--- src/hw/osel_consts.vh ---
`ifndef OSEL_CONSTS_VH
`define OSEL_CONSTS_VH

// ----------------------------------------------------------------------
// Register indices on the plain register port.
// ----------------------------------------------------------------------
`define OSEL_ADDR_W 2
`define OSEL_A_OSC_CTRL 2'h0
`define OSEL_A_CLK_DIV 2'h1
`define OSEL_A_RC_TUNE 2'h2

// ----------------------------------------------------------------------
// Oscillator control field positions.
// ----------------------------------------------------------------------
`define OSEL_CUR_HI 14
`define OSEL_CUR_LO 12
`define OSEL_NEW_HI 10
`define OSEL_NEW_LO 8
`define OSEL_LOCK_BIT 7
`define OSEL_PLL_BIT 5
`define OSEL_FAIL_BIT 3
`define OSEL_SECONDARY_OSC_BIT 1
`define OSEL_SWREQ_BIT 0

// ----------------------------------------------------------------------
// Clock divider field positions and reset value.
// ----------------------------------------------------------------------
`define OSEL_ROI_BIT 15
`define OSEL_DOZE_HI 14
`define OSEL_DOZE_LO 12
`define OSEL_DOZEN_BIT 11
`define OSEL_RCDIV_HI 10
`define OSEL_RCDIV_LO 8
`define OSEL_DIV_RST 16'h3000
`define OSEL_DIV_MASK 16'hff00

// ----------------------------------------------------------------------
// Source encodings shared by the current and new source fields.
// ----------------------------------------------------------------------
`define OSEL_SRC_FRC 3'h0
`define OSEL_SRC_FRC_PLL 3'h1
`define OSEL_SRC_PRI 3'h2
`define OSEL_SRC_PRI_PLL 3'h3
`define OSEL_SRC_SEC 3'h4
`define OSEL_SRC_LOW_POWER_RC 3'h5
`define OSEL_SRC_LPFRC_DIV 3'h6
`define OSEL_SRC_FRC_DIV 3'h7

// ----------------------------------------------------------------------
// Primary mode encodings and switching configuration.
// ----------------------------------------------------------------------
`define OSEL_PM_EXT 2'h0
`define OSEL_PM_MED 2'h1
`define OSEL_PM_HS 2'h2
`define OSEL_PM_OFF 2'h3
`define OSEL_SWDIS_BIT 1
`define OSEL_MON_ON 2'h0

// ----------------------------------------------------------------------
// Timing and widths.
// ----------------------------------------------------------------------
`define OSEL_SWITCH_CYC 16
`define OSEL_TUNE_W 6
`define OSEL_TUNE_RST 6'h00

`endif

--- src/hw/osel_sync.v ---
`timescale 1ns/1ps

// ----------------------------------------------------------------------
// Two-stage synchroniser for levels from outside the clock domain.
// ----------------------------------------------------------------------
module osel_sync #(
   parameter WIDTH = 1
) (
   input wire clk_sys,
   input wire srst,
   input wire [WIDTH-1:0] async_in,
   output wire [WIDTH-1:0] sync_out
);

   reg [WIDTH-1:0] meta_q;
   reg [WIDTH-1:0] sync_q;

   // The first stage is read only by the second stage.
   always @(posedge clk_sys) begin
      if (srst) begin
         meta_q <= {WIDTH{1'b0}};
         sync_q <= {WIDTH{1'b0}};
      end else begin
         meta_q <= async_in;
         sync_q <= meta_q;
      end
   end

   assign sync_out = sync_q;

endmodule // osel_sync

--- src/hw/osel_top.v ---
// Design decisions made here: the strobed register port and the placing of the registers.
`timescale 1ns/1ps
`include "osel_consts.vh"

// Contract
// - Reset picks source from two config fields.
// - Erased config starts fast RC with postscaler.
// - Range field declares external clock frequency.
// - Switching allowed only when upper bit zero.
// - Fail-safe monitor enabled only at 00.
// - Internal mode selects among internal RC sources.
// - Mode 00 with 100 gives secondary.
// - 011 selects primary through the PLL.
// - 010 selects primary without the PLL.
// - Pin function config bit for internal modes.
// - Current source read-only at bits 14-12.
// - New source resets from initial config.
// - New source encoding matches current encoding.
// - PLL lock zero during switch, non-PLL.
// - Lock bit is set-only by software.
// - Fail flag hardware-set, software clear-only.
// - Unimplemented bits read zero, ignore writes.
// - Tuning register steps fast RC frequency.
// - Divider register sets doze and postscaler.
// - Switch request cleared when switch completes.
// - Monitor on and locked refuses changes.
// - Detected clock failure sets fail flag.
module osel_top #(
   parameter SWITCH_CYC = `OSEL_SWITCH_CYC,
   parameter TUNE_W = `OSEL_TUNE_W
) (
   input wire clk_sys,
   input wire srst,
   input wire [1:0] primary_mode_cfg,
   input wire [2:0] initial_source_cfg,
   input wire [1:0] ext_clock_range_cfg,
   input wire [1:0] switch_monitor_cfg,
   input wire osc_pin_function_cfg,
   input wire pll_locked_in,
   input wire clock_fail_in,
   input wire [`OSEL_ADDR_W-1:0] reg_addr,
   input wire [15:0] reg_wdata,
   input wire reg_wr,
   input wire reg_rd,
   output reg [15:0] reg_rdata,
   output reg [2:0] active_source,
   output reg [1:0] primary_kind,
   output reg primary_osc_en,
   output reg secondary_osc_en,
   output reg fast_rc_en,
   output reg low_power_fast_rc_en,
   output reg low_power_rc_en,
   output reg pll_en,
   output reg postscaler_en,
   output reg [2:0] postscaler_sel,
   output reg [1:0] ext_range,
   output reg osc_pin_gpio,
   output reg fail_monitor_en,
   output reg switch_busy,
   output reg doze_en,
   output reg [2:0] doze_ratio,
   output reg doze_exit_on_irq,
   output reg [TUNE_W-1:0] rc_tune
);

   // -------------------------------------------------------------------
   // Local definitions.
   // -------------------------------------------------------------------
   localparam ST_IDLE = 1'b0;
   localparam ST_SWITCH = 1'b1;
   localparam CNT_W = 16;
   localparam [31:0] SWITCH_CYC_W = SWITCH_CYC;
   // The switch time is cut to the counter width on purpose.
   localparam [CNT_W-1:0] CNT_LAST = SWITCH_CYC_W[CNT_W-1:0] - 16'h0001;

   // Tells whether a source encoding runs through the PLL.
   function is_pll_src;
      input [2:0] src;
      begin
         is_pll_src = (src == `OSEL_SRC_PRI_PLL) || (src == `OSEL_SRC_FRC_PLL);
      end
   endfunction

   // Tells whether a source encoding uses the primary oscillator.
   function is_pri_src;
      input [2:0] src;
      begin
         is_pri_src = (src == `OSEL_SRC_PRI_PLL) || (src == `OSEL_SRC_PRI);
      end
   endfunction

   // -------------------------------------------------------------------
   // Configuration captured at reset.
   // -------------------------------------------------------------------
   reg [1:0] pmode_q;
   reg [1:0] range_q;
   reg [1:0] swmon_q;
   reg pinfn_q;

   // Config fields are sampled while reset is held so that a later
   // change on those inputs cannot disturb the running clock plan.
   always @(posedge clk_sys) begin
      if (srst) begin
         pmode_q <= primary_mode_cfg;
         range_q <= ext_clock_range_cfg;
         swmon_q <= switch_monitor_cfg;
         pinfn_q <= osc_pin_function_cfg;
      end
   end

   wire switch_ok = ~swmon_q[`OSEL_SWDIS_BIT];
   wire mon_on = (swmon_q == `OSEL_MON_ON);

   // -------------------------------------------------------------------
   // Synchronised pin levels.
   // -------------------------------------------------------------------
   wire [1:0] pins_s;

   osel_sync #(
      .WIDTH(2)
   ) u_sync (
      .clk_sys(clk_sys),
      .srst(srst),
      .async_in({clock_fail_in, pll_locked_in}),
      .sync_out(pins_s)
   );

   wire pll_lock_s = pins_s[0];
   wire fail_s = pins_s[1];
   reg fail_prev_q;

   // Edge memory for the failure level, fed only from the second stage.
   always @(posedge clk_sys) begin
      if (srst) begin
         fail_prev_q <= 1'b0;
      end else begin
         fail_prev_q <= fail_s;
      end
   end

   wire fail_evt = mon_on & fail_s & ~fail_prev_q;

   // -------------------------------------------------------------------
   // Oscillator control state.
   // -------------------------------------------------------------------
   reg [2:0] cur_q;
   reg [2:0] new_q;
   reg [2:0] tgt_q;
   reg lock_q;
   reg fail_q;
   reg secondary_osc_q;
   reg swreq_q;
   reg st_q;
   reg [CNT_W-1:0] cnt_q;

   wire wr_osc = reg_wr && (reg_addr == `OSEL_A_OSC_CTRL);
   wire locked = mon_on & lock_q;
   // A request written while the sequencer clears the bit wins, so none is lost.
   wire sw_set = wr_osc && reg_wdata[`OSEL_SWREQ_BIT] && switch_ok && !locked;
   wire in_switch = (st_q == ST_SWITCH);
   wire pll_stat = pll_lock_s & is_pll_src(cur_q) & ~in_switch;

   // Register writes, the switch sequence and the hardware flags share
   // one process so that every bit has a single writer.
   always @(posedge clk_sys) begin
      if (srst) begin
         cur_q <= initial_source_cfg;
         new_q <= initial_source_cfg;
         tgt_q <= initial_source_cfg;
         lock_q <= 1'b0;
         fail_q <= 1'b0;
         secondary_osc_q <= 1'b0;
         swreq_q <= 1'b0;
         st_q <= ST_IDLE;
         cnt_q <= {CNT_W{1'b0}};
      end else begin
         // Software side of the control register.
         if (wr_osc) begin
            if (!locked) begin
               new_q <= reg_wdata[`OSEL_NEW_HI:`OSEL_NEW_LO];
            end
            if (reg_wdata[`OSEL_LOCK_BIT]) begin
               lock_q <= 1'b1;
            end
            if (!reg_wdata[`OSEL_FAIL_BIT]) begin
               fail_q <= 1'b0;
            end
            secondary_osc_q <= reg_wdata[`OSEL_SECONDARY_OSC_BIT];
            // A refused request never shows in the request bit.
            if (sw_set) begin
               swreq_q <= 1'b1;
            end
         end
         // A failure in the same cycle as a clearing write still lands.
         if (fail_evt) begin
            fail_q <= 1'b1;
         end
         // Switch sequencer; without switching rights it stays idle,
         // so the power-on source is kept for good.
         case (st_q)
            ST_IDLE: begin
               if (swreq_q && switch_ok) begin
                  if (new_q == cur_q) begin
                     swreq_q <= sw_set;
                  end else begin
                     tgt_q <= new_q;
                     cnt_q <= {CNT_W{1'b0}};
                     st_q <= ST_SWITCH;
                  end
               end
            end
            ST_SWITCH: begin
               if (cnt_q == CNT_LAST) begin
                  cur_q <= tgt_q;
                  swreq_q <= sw_set;
                  st_q <= ST_IDLE;
               end else begin
                  cnt_q <= cnt_q + 16'h0001;
               end
            end
            default: begin
               st_q <= ST_IDLE;
            end
         endcase
      end
   end

   // -------------------------------------------------------------------
   // Clock divider and tuning registers.
   // -------------------------------------------------------------------
   reg [15:0] div_q;
   reg [TUNE_W-1:0] tune_q;

   // The low byte of the divider is unimplemented and never stored.
   always @(posedge clk_sys) begin
      if (srst) begin
         div_q <= `OSEL_DIV_RST;
         tune_q <= `OSEL_TUNE_RST;
      end else if (reg_wr) begin
         if (reg_addr == `OSEL_A_CLK_DIV) begin
            div_q <= reg_wdata & `OSEL_DIV_MASK;
         end
         if (reg_addr == `OSEL_A_RC_TUNE) begin
            tune_q <= reg_wdata[TUNE_W-1:0];
         end
      end
   end

   // -------------------------------------------------------------------
   // Read path.
   // -------------------------------------------------------------------
   reg [15:0] rd_d;

   // Unmapped indices and unimplemented bits read as zero.
   always @* begin
      rd_d = 16'h0000;
      case (reg_addr)
         `OSEL_A_OSC_CTRL: begin
            rd_d[`OSEL_CUR_HI:`OSEL_CUR_LO] = cur_q;
            rd_d[`OSEL_NEW_HI:`OSEL_NEW_LO] = new_q;
            rd_d[`OSEL_LOCK_BIT] = lock_q;
            rd_d[`OSEL_PLL_BIT] = pll_stat;
            rd_d[`OSEL_FAIL_BIT] = fail_q;
            rd_d[`OSEL_SECONDARY_OSC_BIT] = secondary_osc_q;
            rd_d[`OSEL_SWREQ_BIT] = swreq_q;
         end
         `OSEL_A_CLK_DIV: begin
            rd_d = div_q;
         end
         `OSEL_A_RC_TUNE: begin
            rd_d[TUNE_W-1:0] = tune_q;
         end
         default: begin
            rd_d = 16'h0000;
         end
      endcase
   end

   // Read data stands only in the cycle after the strobe.
   always @(posedge clk_sys) begin
      if (srst) begin
         reg_rdata <= 16'h0000;
      end else if (reg_rd) begin
         reg_rdata <= rd_d;
      end else begin
         reg_rdata <= 16'h0000;
      end
   end

   // -------------------------------------------------------------------
   // Oscillator steering decoded from the active source.
   // -------------------------------------------------------------------
   reg [1:0] kind_d;
   reg pri_d;
   reg frc_d;
   reg lpfrc_d;
   reg low_power_rc_d;
   reg psc_d;
   reg gpio_d;

   // Primary mode picks the crystal kind; internal and secondary modes
   // leave the second oscillator pin to its own config bit.
   always @* begin
      kind_d = pmode_q;
      pri_d = is_pri_src(cur_q) && (pmode_q != `OSEL_PM_OFF);
      frc_d = 1'b0;
      lpfrc_d = 1'b0;
      low_power_rc_d = 1'b0;
      psc_d = 1'b0;
      gpio_d = 1'b0;
      case (cur_q)
         `OSEL_SRC_FRC_DIV: begin
            frc_d = 1'b1;
            psc_d = 1'b1;
         end
         `OSEL_SRC_LPFRC_DIV: begin
            lpfrc_d = 1'b1;
            psc_d = 1'b1;
         end
         `OSEL_SRC_LOW_POWER_RC: begin
            low_power_rc_d = 1'b1;
         end
         `OSEL_SRC_FRC_PLL: begin
            frc_d = 1'b1;
            psc_d = 1'b1;
         end
         `OSEL_SRC_FRC: begin
            frc_d = 1'b1;
         end
         default: begin
            frc_d = 1'b0;
         end
      endcase
      // The pin is free when no primary crystal or clock owns it.
      if (!pri_d) begin
         gpio_d = pinfn_q;
      end
   end

   // Every steering output is registered.
   always @(posedge clk_sys) begin
      if (srst) begin
         active_source <= `OSEL_SRC_FRC_DIV;
         primary_kind <= `OSEL_PM_OFF;
         primary_osc_en <= 1'b0;
         secondary_osc_en <= 1'b0;
         fast_rc_en <= 1'b0;
         low_power_fast_rc_en <= 1'b0;
         low_power_rc_en <= 1'b0;
         pll_en <= 1'b0;
         postscaler_en <= 1'b0;
         postscaler_sel <= 3'h0;
         ext_range <= 2'h3;
         osc_pin_gpio <= 1'b0;
         fail_monitor_en <= 1'b0;
         switch_busy <= 1'b0;
         doze_en <= 1'b0;
         doze_ratio <= 3'h0;
         doze_exit_on_irq <= 1'b0;
         rc_tune <= `OSEL_TUNE_RST;
      end else begin
         active_source <= cur_q;
         primary_kind <= kind_d;
         primary_osc_en <= pri_d;
         // Secondary runs when selected or kept on by software.
         secondary_osc_en <= secondary_osc_q | (cur_q == `OSEL_SRC_SEC);
         fast_rc_en <= frc_d;
         low_power_fast_rc_en <= lpfrc_d;
         low_power_rc_en <= low_power_rc_d;
         pll_en <= is_pll_src(cur_q);
         postscaler_en <= psc_d;
         postscaler_sel <= div_q[`OSEL_RCDIV_HI:`OSEL_RCDIV_LO];
         ext_range <= range_q;
         osc_pin_gpio <= gpio_d;
         fail_monitor_en <= mon_on;
         switch_busy <= in_switch;
         doze_en <= div_q[`OSEL_DOZEN_BIT];
         doze_ratio <= div_q[`OSEL_DOZE_HI:`OSEL_DOZE_LO];
         doze_exit_on_irq <= div_q[`OSEL_ROI_BIT];
         rc_tune <= tune_q;
      end
   end

endmodule // osel_top

--- config.mk ---
export PLATFORM = sky130hd
export DESIGN_NAME = osel_top
export DESIGN_NICKNAME = d
export VERILOG_FILES = /design/src/hw/osel_sync.v /design/src/hw/osel_top.v
export VERILOG_INCLUDE_DIRS = /design/src /design/src/hw
export SDC_FILE = /design/constraint.sdc
export NUM_CORES = 1
export LEC_CHECK = 0
export BUFFER_PORTS_ARGS = -buffer_cell sky130_fd_sc_hd__buf_4
export CAP_MARGIN = 15
export CORE_MARGIN = 2
export CORE_UTILIZATION = 57
export DETAILED_ROUTE_END_ITERATION = 16
export PLACE_DENSITY = 0.92
export SLEW_MARGIN = 0
export SYNTH_ARGS = -nofsm -noshare
export SYNTH_HDL_FRONTEND = slang
export SYNTH_HIERARCHICAL = 1
export SYNTH_SLANG_ARGS = --single-unit
--- constraint.sdc ---
create_clock -name clk_sys -period 3.33 [get_ports clk_sys]
set_input_delay 0.1665 -clock clk_sys [delete_from_list [all_inputs] [get_ports clk_sys]]
set_output_delay 0.1665 -clock clk_sys [all_outputs]
set_load 0.02 [all_outputs]
==> results.cfg, run 1 <==
[timing]
final_hold_viol_count = 0
min_period_over_period = 0.6283
clock.fmax_mhz = 478.0
fin_skew_ns = 0.008002
tns_ns = 0
tightest_slew_ns = 0.6716
drv_slew = 0
rsz0062_at_grt = no
fin_crit_ns = 2.092
slew_headroom = 0.5523
setup_viol = 0

[placed_design]
port_buffers = 78
dp_hpwl_um = 5478
gp_congestion = 0.8741

[synth]
synth_seq_cells = 102
synth_most_common_cell = dfxtp_1
ys_seq_area_frac = 0.5847
syn-num-nets = 402
synthTopCellsByCount = 86 x dfxtp_1, 37 x nor2_1, 25 x mux2i_1
syn_inst = 367
syn_area_um2 = 3766
ys_types = 43
synth_edf_count = 16
yosysTopAreaCell = dfxtp_1
synth_warnings = 6
async_flop_share = 0
synth_top_area_frac = 0.4571
synthTopCellsByArea = dfxtp_1 46%, edfxtp_1 13%, mux2i_1 6.6%
ys.flop_type = dfxtp_1
syn_area_per_cell_um2 = 10.26

[global_route]
grt_pass1_vias = 2823
grt_pass1_wl_um = 13190
track_usage = 0.2282
grt-ovfl-total = 0
grt_max_degree = 71
grt.met2_usage = 0.3899
grt_antenna_before_repair = 0
use_met1 = 0.2912
met3_usage = 0.03599
top_usage_layer = met2

[power]
p_sw_uw = 589.9
switching_share = 0.2602
vdd_ir_drop_max_v = 0.0003389
comb_power_share = 0.093
power_density_nw_per_um2 = 490.9
clock_power_share = 0.321
p_seq_frac = 0.585
p_leak_uw = 0.001967
p_int_uw = 1677

[setup_path]
critPathCaptureType = flop
cp_data_required_time_ns = 3.35
slowest_delay_ns = 0.57
critical_path_class = flop to flop
cp_slowest_cell = edfxtp_1
cp_cell_sequence = xnor2_1 > a311o_1 > nand2_1
worstSetupStartpointType = flop
r2r-start = cur_q[2]$_DFFE_PP_
critPathLaunch = cur_q[2]$_DFFE_PP_
arrival_ns = 2.11
crit_fanout = 12

[die]
start_util = 0.5897
die_x_um = 85.29
core-area_um2 = 6386
core.rowCount = 29
chipHeight_um = 85.29
ios = 81
die_area_um2 = 7274

[layout]
layout-drive-gt1-share = 0.2428
fin_util = 0.7232
area_delta_synth_final_pct = 22.62
num_antenna_cells = 0
fin_nets = 479

[detailed_routing]
avgRoutedWirePerCell_um = 15.45
drc_errors = 0
drtIter0Drc = 172
vias = 2970
ant_nets = 0
wl_um = 8127
drt_pass1_iterations = 5
via_per_inst = 5.646

[cts]
root_buffer = clkbuf_8
cts_sinks = 102
numCtsBuffers = 9
clk_path_buf_depth = 2
clk_pin_slew_ns = 0.10
clk_latency_ns = 0.36
post_cts_resized = 0
cts_tree = done
h-tree-depth = 3

[flow_run]
drv_cap = 0

[status]
status = finished clean

[hold_path]
holdCritPathClass = input pin to flop
hold_start = pll_locked_in
-- power by group through the flow --
stage | clock [µW] | combinational [µW] | sequential (µW)
6_report | 729 | 212 | 1330
5_1_grt | 785 | 230 | 1330
4_1_cts | 730 | 212 | 1330
3_5_place_dp | 0 | 204 | 1350
3_3_place_gp | 0 | 198 | 1350
2_1_floorplan | 0 | 104 | 1370
-- stage by stage --
step	hold slack, ns	setup WS (ns)	std cells	area [µm²]	total power [µW]
after floorplan	0.2381	1.675	367	3766	1471
after global placement	0.3447	1.273	503	4368	1551
after detailed placement	0.3460	1.255	503	4368	1558
after CTS	0.007029	1.248	526	4618	2268
after global routing	0.02822	1.109	526	4618	2347
final	0.009730	1.238	526	4618	2267
-- critical path: cells and delay by family, from the launching register on --
family	cells	cell delay, ns
DFF	1	0.57
AOI/OAI and AO/OA	1	0.52
and+or+nand+nor	1	0.43
xor gates and xnor gates	1	0.24
-- flip-flops by register name, summed over array words and instances, names as in the netlist, 3 cells and up --
register,flops
cnt_q,16
reg_rdata,15
div_q,8
rc_tune,6
tune_q,6
active_source,3
cur_q,3
doze_ratio,3
new_q,3
postscaler_sel,3
tgt_q,3
-- cell type report --
cell class              instances  area (µm²)
fillers                       433        1768
inverters                      15       56.30
clock buffers                   9       123.9
repair buffers                 87       670.6
well taps                      77       96.34
flip-flops and latches        102        2202
multi-input cells             229        1413
clock inverters                 7       56.30
-- path summary, 6_finish.rpt --
kind	end	slack, ns	cells after the start
setup / recovery	tgt_q[2]$_DFFE_PP_	1.24	3
hold / removal	u_sync/meta_q[0]$_SDFF_PP0_	0.01	2
setup reg to reg	tgt_q[2]$_DFFE_PP_	1.24	3
hold reg to reg	fail_q$_SDFFE_PP0P_	0.42	1
-- what timing repair did --
item / in CTS / in global routing
endpoints found under the hold margin: 7 / 0
hold buffers: 7 / 0
buffers inserted: 0 / 0
-- cell usage in the layout (no fill, tap or decap), drive strengths merged, types with 2 or more instances in the layout --
master	instances
dfxtp	86
nor2	37
nor4b	2
xnor2	3
nand3b	7
edfxtp	16
or2	12
o21ai	11
a21oi	20
clkbuf	9
inv	18
nand4	4
nor4	5
nand2	20
and4	7
nor3	5
and2	2
or4	9
nor2b	20
o31ai	8
nand3	12
and3	6
clkinv	4
mux2i	25
buf	80
nor3b	2
dlygate4sd3	7
-- logic make-up after synthesis --
group,Yosys count,synth area share
and+or+nand+nor,153,0.2239
DFF,102,0.5847
AOI/OAI and AO/OA,46,0.07343
buffers and inverters,36,0.04020
muxes,25,0.06645
xor gates and xnor gates,3,0.006978
adders and majority gates,1,0.003322
other,1,0.0009957
-- metal layers --
layer,part of all wire,wire length [µm]
met1,0.41,3318
met2,0.50,4047
met3,0.075,611
met4,0.018,150
met5,0,0
Note: power is estimated with default switching activity, not from simulation.
==> run 2: changes to the inputs <==
--- a/config.mk
+++ b/config.mk
@@ -9,9 +9,9 @@
 export BUFFER_PORTS_ARGS = -buffer_cell sky130_fd_sc_hd__buf_4
 export CAP_MARGIN = 15
 export CORE_MARGIN = 2
-export CORE_UTILIZATION = 57
+export CORE_UTILIZATION = 53
 export DETAILED_ROUTE_END_ITERATION = 16
-export PLACE_DENSITY = 0.92
+export PLACE_DENSITY = 0.87
 export SLEW_MARGIN = 0
 export SYNTH_ARGS = -nofsm -noshare
 export SYNTH_HDL_FRONTEND = slang
==> constraint.sdc (replaced) <==
create_clock -name clk_sys -period 2.1 [get_ports clk_sys]
set_input_delay 0.105 -clock clk_sys [delete_from_list [all_inputs] [get_ports clk_sys]]
set_output_delay 0.105 -clock clk_sys [all_outputs]
set_load 0.02 [all_outputs]
==> run 2 against run 1 <==
Effect of this change: combinational power increased by 77%; maximum frequency up 17%; largest power group unchanged; worst setup slack got worse by 0.93 ns; total power is 64% higher.
==> results.cfg, run 2 (synthesized netlist as in run 1, its figures left out) <==
[timing]
tightest_slew_ns = 0.6277
fin_crit_ns = 1.791
drv_slew = 0
tns_ns = 0
slew_headroom = 0.5802
final_hold_viol_count = 0
rsz0062_at_grt = no
min_period_over_period = 0.8527
setup_viol = 0
clock.fmax_mhz = 558.4
fin_skew_ns = 0.01098

[global_route]
grt_antenna_before_repair = 0
track_usage = 0.2217
grt_pass1_vias = 2833
grt-ovfl-total = 0
grt_pass1_wl_um = 13170
grt_max_degree = 40

[setup_path]
crit_fanout = 23
slowest_delay_ns = 0.52
critical_path_class = flop to flop
critPathLaunch = cur_q[0]$_DFFE_PP_
worstSetupStartpointType = flop
arrival_ns = 2.06
cp_cell_sequence = xnor2_1 > and4_4 > nor3_1 > a211oi_1
crit_family = simple AND/OR/NAND/NOR gates
cp_slowest_cell = edfxtp_1
cp_data_required_time_ns = 2.37
r2r-start = cur_q[0]$_DFFE_PP_
critPathCaptureType = flop
crit_buf_inv = 0

[layout]
num_antenna_cells = 0
area_delta_synth_final_pct = 28.87
fin_nets = 498
ff_latch_area_um2 = 2202
final_cell_mix = 86 x dfxtp_1, 85 x buf_4, 37 x nor2_1
largest_reg_flops = 16
regMostFlops = cnt_q
top_regs = cnt_q (16), reg_rdata (15), div_q (8)
multi_input_area_um2 = 1413
final_common_cell = dfxtp_1
layout-drive-gt1-share = 0.2436
final_cells = 564
fillers = 520

[cts]
clk_pin_slew_ns = 0.11
root_buffer = clkbuf_8
clk_latency_ns = 0.37
h-tree-depth = 3
numCtsBuffers = 9
cts_tree = done
clk_path_buf_depth = 2
holdBufCountCts = 21
post_cts_buffers = 0
post_cts_resized = 0
cts_sinks = 102

[power]
p_leak_uw = 0.002053
power_density_nw_per_um2 = 765.6
vdd_ir_drop_max_v = 0.0004342

[die]
core.rowCount = 30
ios = 81
chipHeight_um = 88.30
core-area_um2 = 6832
die_area_um2 = 7796
start_util = 0.5513
die_x_um = 88.30

[detailed_routing]
ant_nets = 0
drtIter0Drc = 216
via_per_inst = 5.346
wl_um = 8524
drc_errors = 0
avgRoutedWirePerCell_um = 15.11
vias = 3015
drt_pass1_iterations = 6

[placed_design]
dp_hpwl_um = 5649
dp_cells = 527
gp_congestion = 0.8043
port_buffers = 78

[hold_path]
hold_start = reg_addr[1]
holdCritPathClass = input pin to flop

[status]
status = finished clean

[flow_run]
drv_cap = 0
-- run 2: path summary, 6_finish.rpt --
kind	cells past startpoint	to	slack (ns)
worst max-delay path	4	cnt_q[0]$_SDFFE_PP0P_	0.31
worst min register to register	1	fail_q$_SDFFE_PP0P_	0.42
worst min-delay path	2	reg_rdata[7]$_SDFF_PP0_	0.04
worst max register to register	4	cnt_q[0]$_SDFFE_PP0P_	0.31
-- run 2: per-layer routing --
layer,wire [µm],part of all wire,GRT usage,up-vias
met5,0,0,0,-
met1,3566,0.42,0.2690,1394
met3,512,0.060,0.03078,15
met2,4265,0.50,0.3828,134
met4,180,0.021,0.1171,0
li1,-,-,-,1472
-- run 2: layout make-up --
cell class,count,area share
Clock buffer,9,0.02552
Clock inverter,7,0.01856
Inverter,15,0.01160
Multi-Input combinational cell,229,0.2911
Sequential cell,102,0.4537
Tap cell,96,0.02475
Timing Repair Buffer,106,0.1748
-- run 2: per-stage QoR --
stage / total power [µW] / util / cell area [µm²] / worst slack [ns] / hold slack [ns]
6_report: 3716 / 0.7104 / 4853 / 0.3093 / 0.04025
5_1_grt: 3857 / 0.7104 / 4853 / 0.1861 / 0.04286
4_1_cts: 3738 / 0.7104 / 4853 / 0.3089 / 0.02559
3_5_place_dp: 2479 / 0.6484 / 4429 / 0.3634 / 0.2845
3_3_place_gp: 2467 / 0.6484 / 4429 / 0.4248 / 0.2838
2_1_floorplan: 2333 / - / 3766 / 0.4451 / 0.1766
-- run 2: where the power goes --
part	total (µW)	internal, µW	switching [µW]
combinational	375	172	203
clock	1240	482	762
sequential	2100	2060	36.8
total	3720	2710	1000
==> run 3: changes to the inputs <==
--- a/config.mk
+++ b/config.mk
@@ -11,9 +11,8 @@
 export CORE_MARGIN = 2
 export CORE_UTILIZATION = 53
 export DETAILED_ROUTE_END_ITERATION = 16
-export PLACE_DENSITY = 0.87
+export PLACE_DENSITY = 0.83
 export SLEW_MARGIN = 0
 export SYNTH_ARGS = -nofsm -noshare
 export SYNTH_HDL_FRONTEND = slang
-export SYNTH_HIERARCHICAL = 1
 export SYNTH_SLANG_ARGS = --single-unit
==> run 3 against run 2 <==
Effect of this change: critical path depth decreased by 1; maximum frequency decreased by 4.1%; global-route usage decreased by 1.8 points; clock skew decreased by 0.0044 ns; flip-flop and latch count unchanged; clock-buffer cell count increased by 1; sequential share of layout area increased by 1.4 points; synthesized cell count decreased by 3.0%; total power decreased by 5.9%; register-to-register slack got worse by 0.08 ns; core utilization decreased by 1.4 points; cell count decreased by 5.1%; largest cell class unchanged.
==> results.cfg, run 3 <==
[detailed_routing]
wl_um = 7516
vias = 2770
drc_errors = 0
drtIter0Drc = 134
avgRoutedWirePerCell_um = 14.05
ant_nets = 0
via_per_inst = 5.178
drt_pass1_iterations = 6

[hold_path]
holdCritPathClass = input pin to flop

[status]
status = finished clean

[synth]
syn_inst = 356
synth_top_family_by_area = simple AND/OR/NAND/NOR gates
synth_most_common_cell = dfxtp_1
synth_top_area_frac = 0.4661
synthMuxAreaShare = 0.06775
synthTopCellsByArea = dfxtp_1 47%, edfxtp_1 13%, mux2i_1 6.8%
synth-compound-area-share = 0.07012
synthSimpleGateAreaFrac = 0.2012
synthTopCellsByCount = 86 x dfxtp_1, 43 x nor2_1, 25 x mux2i_1, 20 x nor2b_1, 18 x nand2_1
synth_edf_count = 16
yosysTopAreaCell = dfxtp_1
ys_seq_area_frac = 0.5962
synth_seq_cells = 102
syn_area_per_cell_um2 = 10.38
synth_warnings = 0
synthAdderAreaFrac = 0.003388
ys.flop_type = dfxtp_1
ys_types = 39
async_flop_share = 0
syn_area_um2 = 3694
synthXorXnorAreaFrac = 0.02337
syn-num-nets = 391

[setup_path]
critPathCaptureType = flop
worstSetupStartpointType = flop
crit_fanout = 13
arrival_ns = 1.88
cp_data_required_time_ns = 2.11
critical_path_class = flop to flop

[timing]
whs_ns = 0.01409
min_period_over_period = 0.8895
final_hold_viol_count = 0
tightest_slew_ns = 0.6795
rsz0062_at_grt = no
clock.fmax_mhz = 535.3
tns_ns = 0
setup_viol = 0
drv_slew = 0
fin_crit_ns = 1.868
slew_headroom = 0.5470
worst_slack_ns = 0.2320
fin_skew_ns = 0.006581

[cts]
cts_sinks = 102
post_cts_resized = 0
cts_tree = done
clk_pin_slew_ns = 0.09
holdBufCountCts = 19
post_cts_buffers = 0
numCtsBuffers = 9
clk_path_buf_depth = 2
clk_latency_ns = 0.36
root_buffer = clkbuf_8
h-tree-depth = 3

[layout]
largest_reg_flops = 16
fillers = 521
top_regs = cnt_q (16), reg_rdata (15), div_q (8)
final_common_cell = dfxtp_1
final_cell_mix = 86 x dfxtp_1, 85 x buf_4, 43 x nor2_1
regMostFlops = cnt_q
layout-drive-gt1-share = 0.2418
fin_nets = 485
area_delta_synth_final_pct = 27.34
num_antenna_cells = 0
final_area_um2 = 4703

[power]
vdd_ir_drop_max_v = 0.0003074
power_uw = 3497
power_density_nw_per_um2 = 743.6
p_leak_uw = 0.002030

[die]
core-area_um2 = 6756
die_area_um2 = 7653
ios = 81
core.rowCount = 30
chipHeight_um = 87.48
die_x_um = 87.48
start_util = 0.5467

[global_route]
grt_pass1_vias = 2638
grt_max_degree = 68
track_usage = 0.2036
grt_antenna_before_repair = 0
grt-ovfl-total = 0
grt_pass1_wl_um = 12100

[placed_design]
placed_area_um2 = 4348
dp_hpwl_um = 4954
gp_congestion = 0.8045
place_ws_ns = 0.2839
port_buffers = 78

[flow_run]
drv_cap = 0
## run 3: where the power goes
group / internal (µW) / switching [µW] / total (µW) / leakage (µW)
Combinational: 160 / 178 / 338 / 0.00109
Clock: 428 / 641 / 1070 / 0.0000801
Sequential: 2060 / 35.3 / 2090 / 0.000858
Total: 2640 / 854 / 3500 / 0.00203
## run 3: cells by family (layout without fill, tap and decap cells)
family,after synthesis,count (layout)
other,1,1
flip-flops,102,102
XOR/XNOR,9,9
multiplexers,25,25
adder cells (fa/ha/maj),1,1
AND/OR/NAND/NOR,144,144
buffers and inverters,35,134
AO/OA/AOI/OAI,39,39
## run 3: stage by stage
| step | std cells | util |
|---|---|---|
| global route | 535 | 0.6961 |
| global placement | 500 | 0.6435 |
| floorplan | 356 | - |
| CTS | 535 | 0.6961 |
| detailed placement | 500 | 0.6435 |
| finish | 535 | 0.6961 |
## run 3: metal layers
layer	track usage	wire length, µm	up-vias
met2	0.3512	3759	67
li1	-	-	1395
met4	0.07552	100	0
met1	0.2511	3348	1299
met5	0	0	-
met3	0.04076	307	9
## run 3: path summary, 6_finish.rpt
check	end	cells after the start	from	slack (ns)
setup reg to reg	tgt_q[2]$_DFFE_PP_	3	cur_q[0]$_DFFE_PP_	0.23
setup / recovery	tgt_q[2]$_DFFE_PP_	3	cur_q[0]$_DFFE_PP_	0.23
hold reg to reg	ext_range[1]$_SDFF_PP1_	1	range_q[1]$_DFFE_PP_	0.43
hold / removal	div_q[14]$_SDFFE_PP0P_	3	reg_wdata[14]	0.01
## run 3: area by class of cell
type	instances	area [µm²]	share of cell area
Timing Repair Buffer	104	828.3	0.1761
Tap cell	80	100.1	0.02128
Sequential cell	102	2202	0.4682
Inverter	14	52.55	0.01117
Multi-Input combinational cell	219	1355	0.2881
Clock inverter	6	37.54	0.007981
Clock buffer	10	127.6	0.02713
## run 3: critical path: stages, from the launching register on
cell and delay [ns]:
edfxtp_1 0.50, xor2_2 0.21, o311ai_4 0.42, nand2_1 0.39
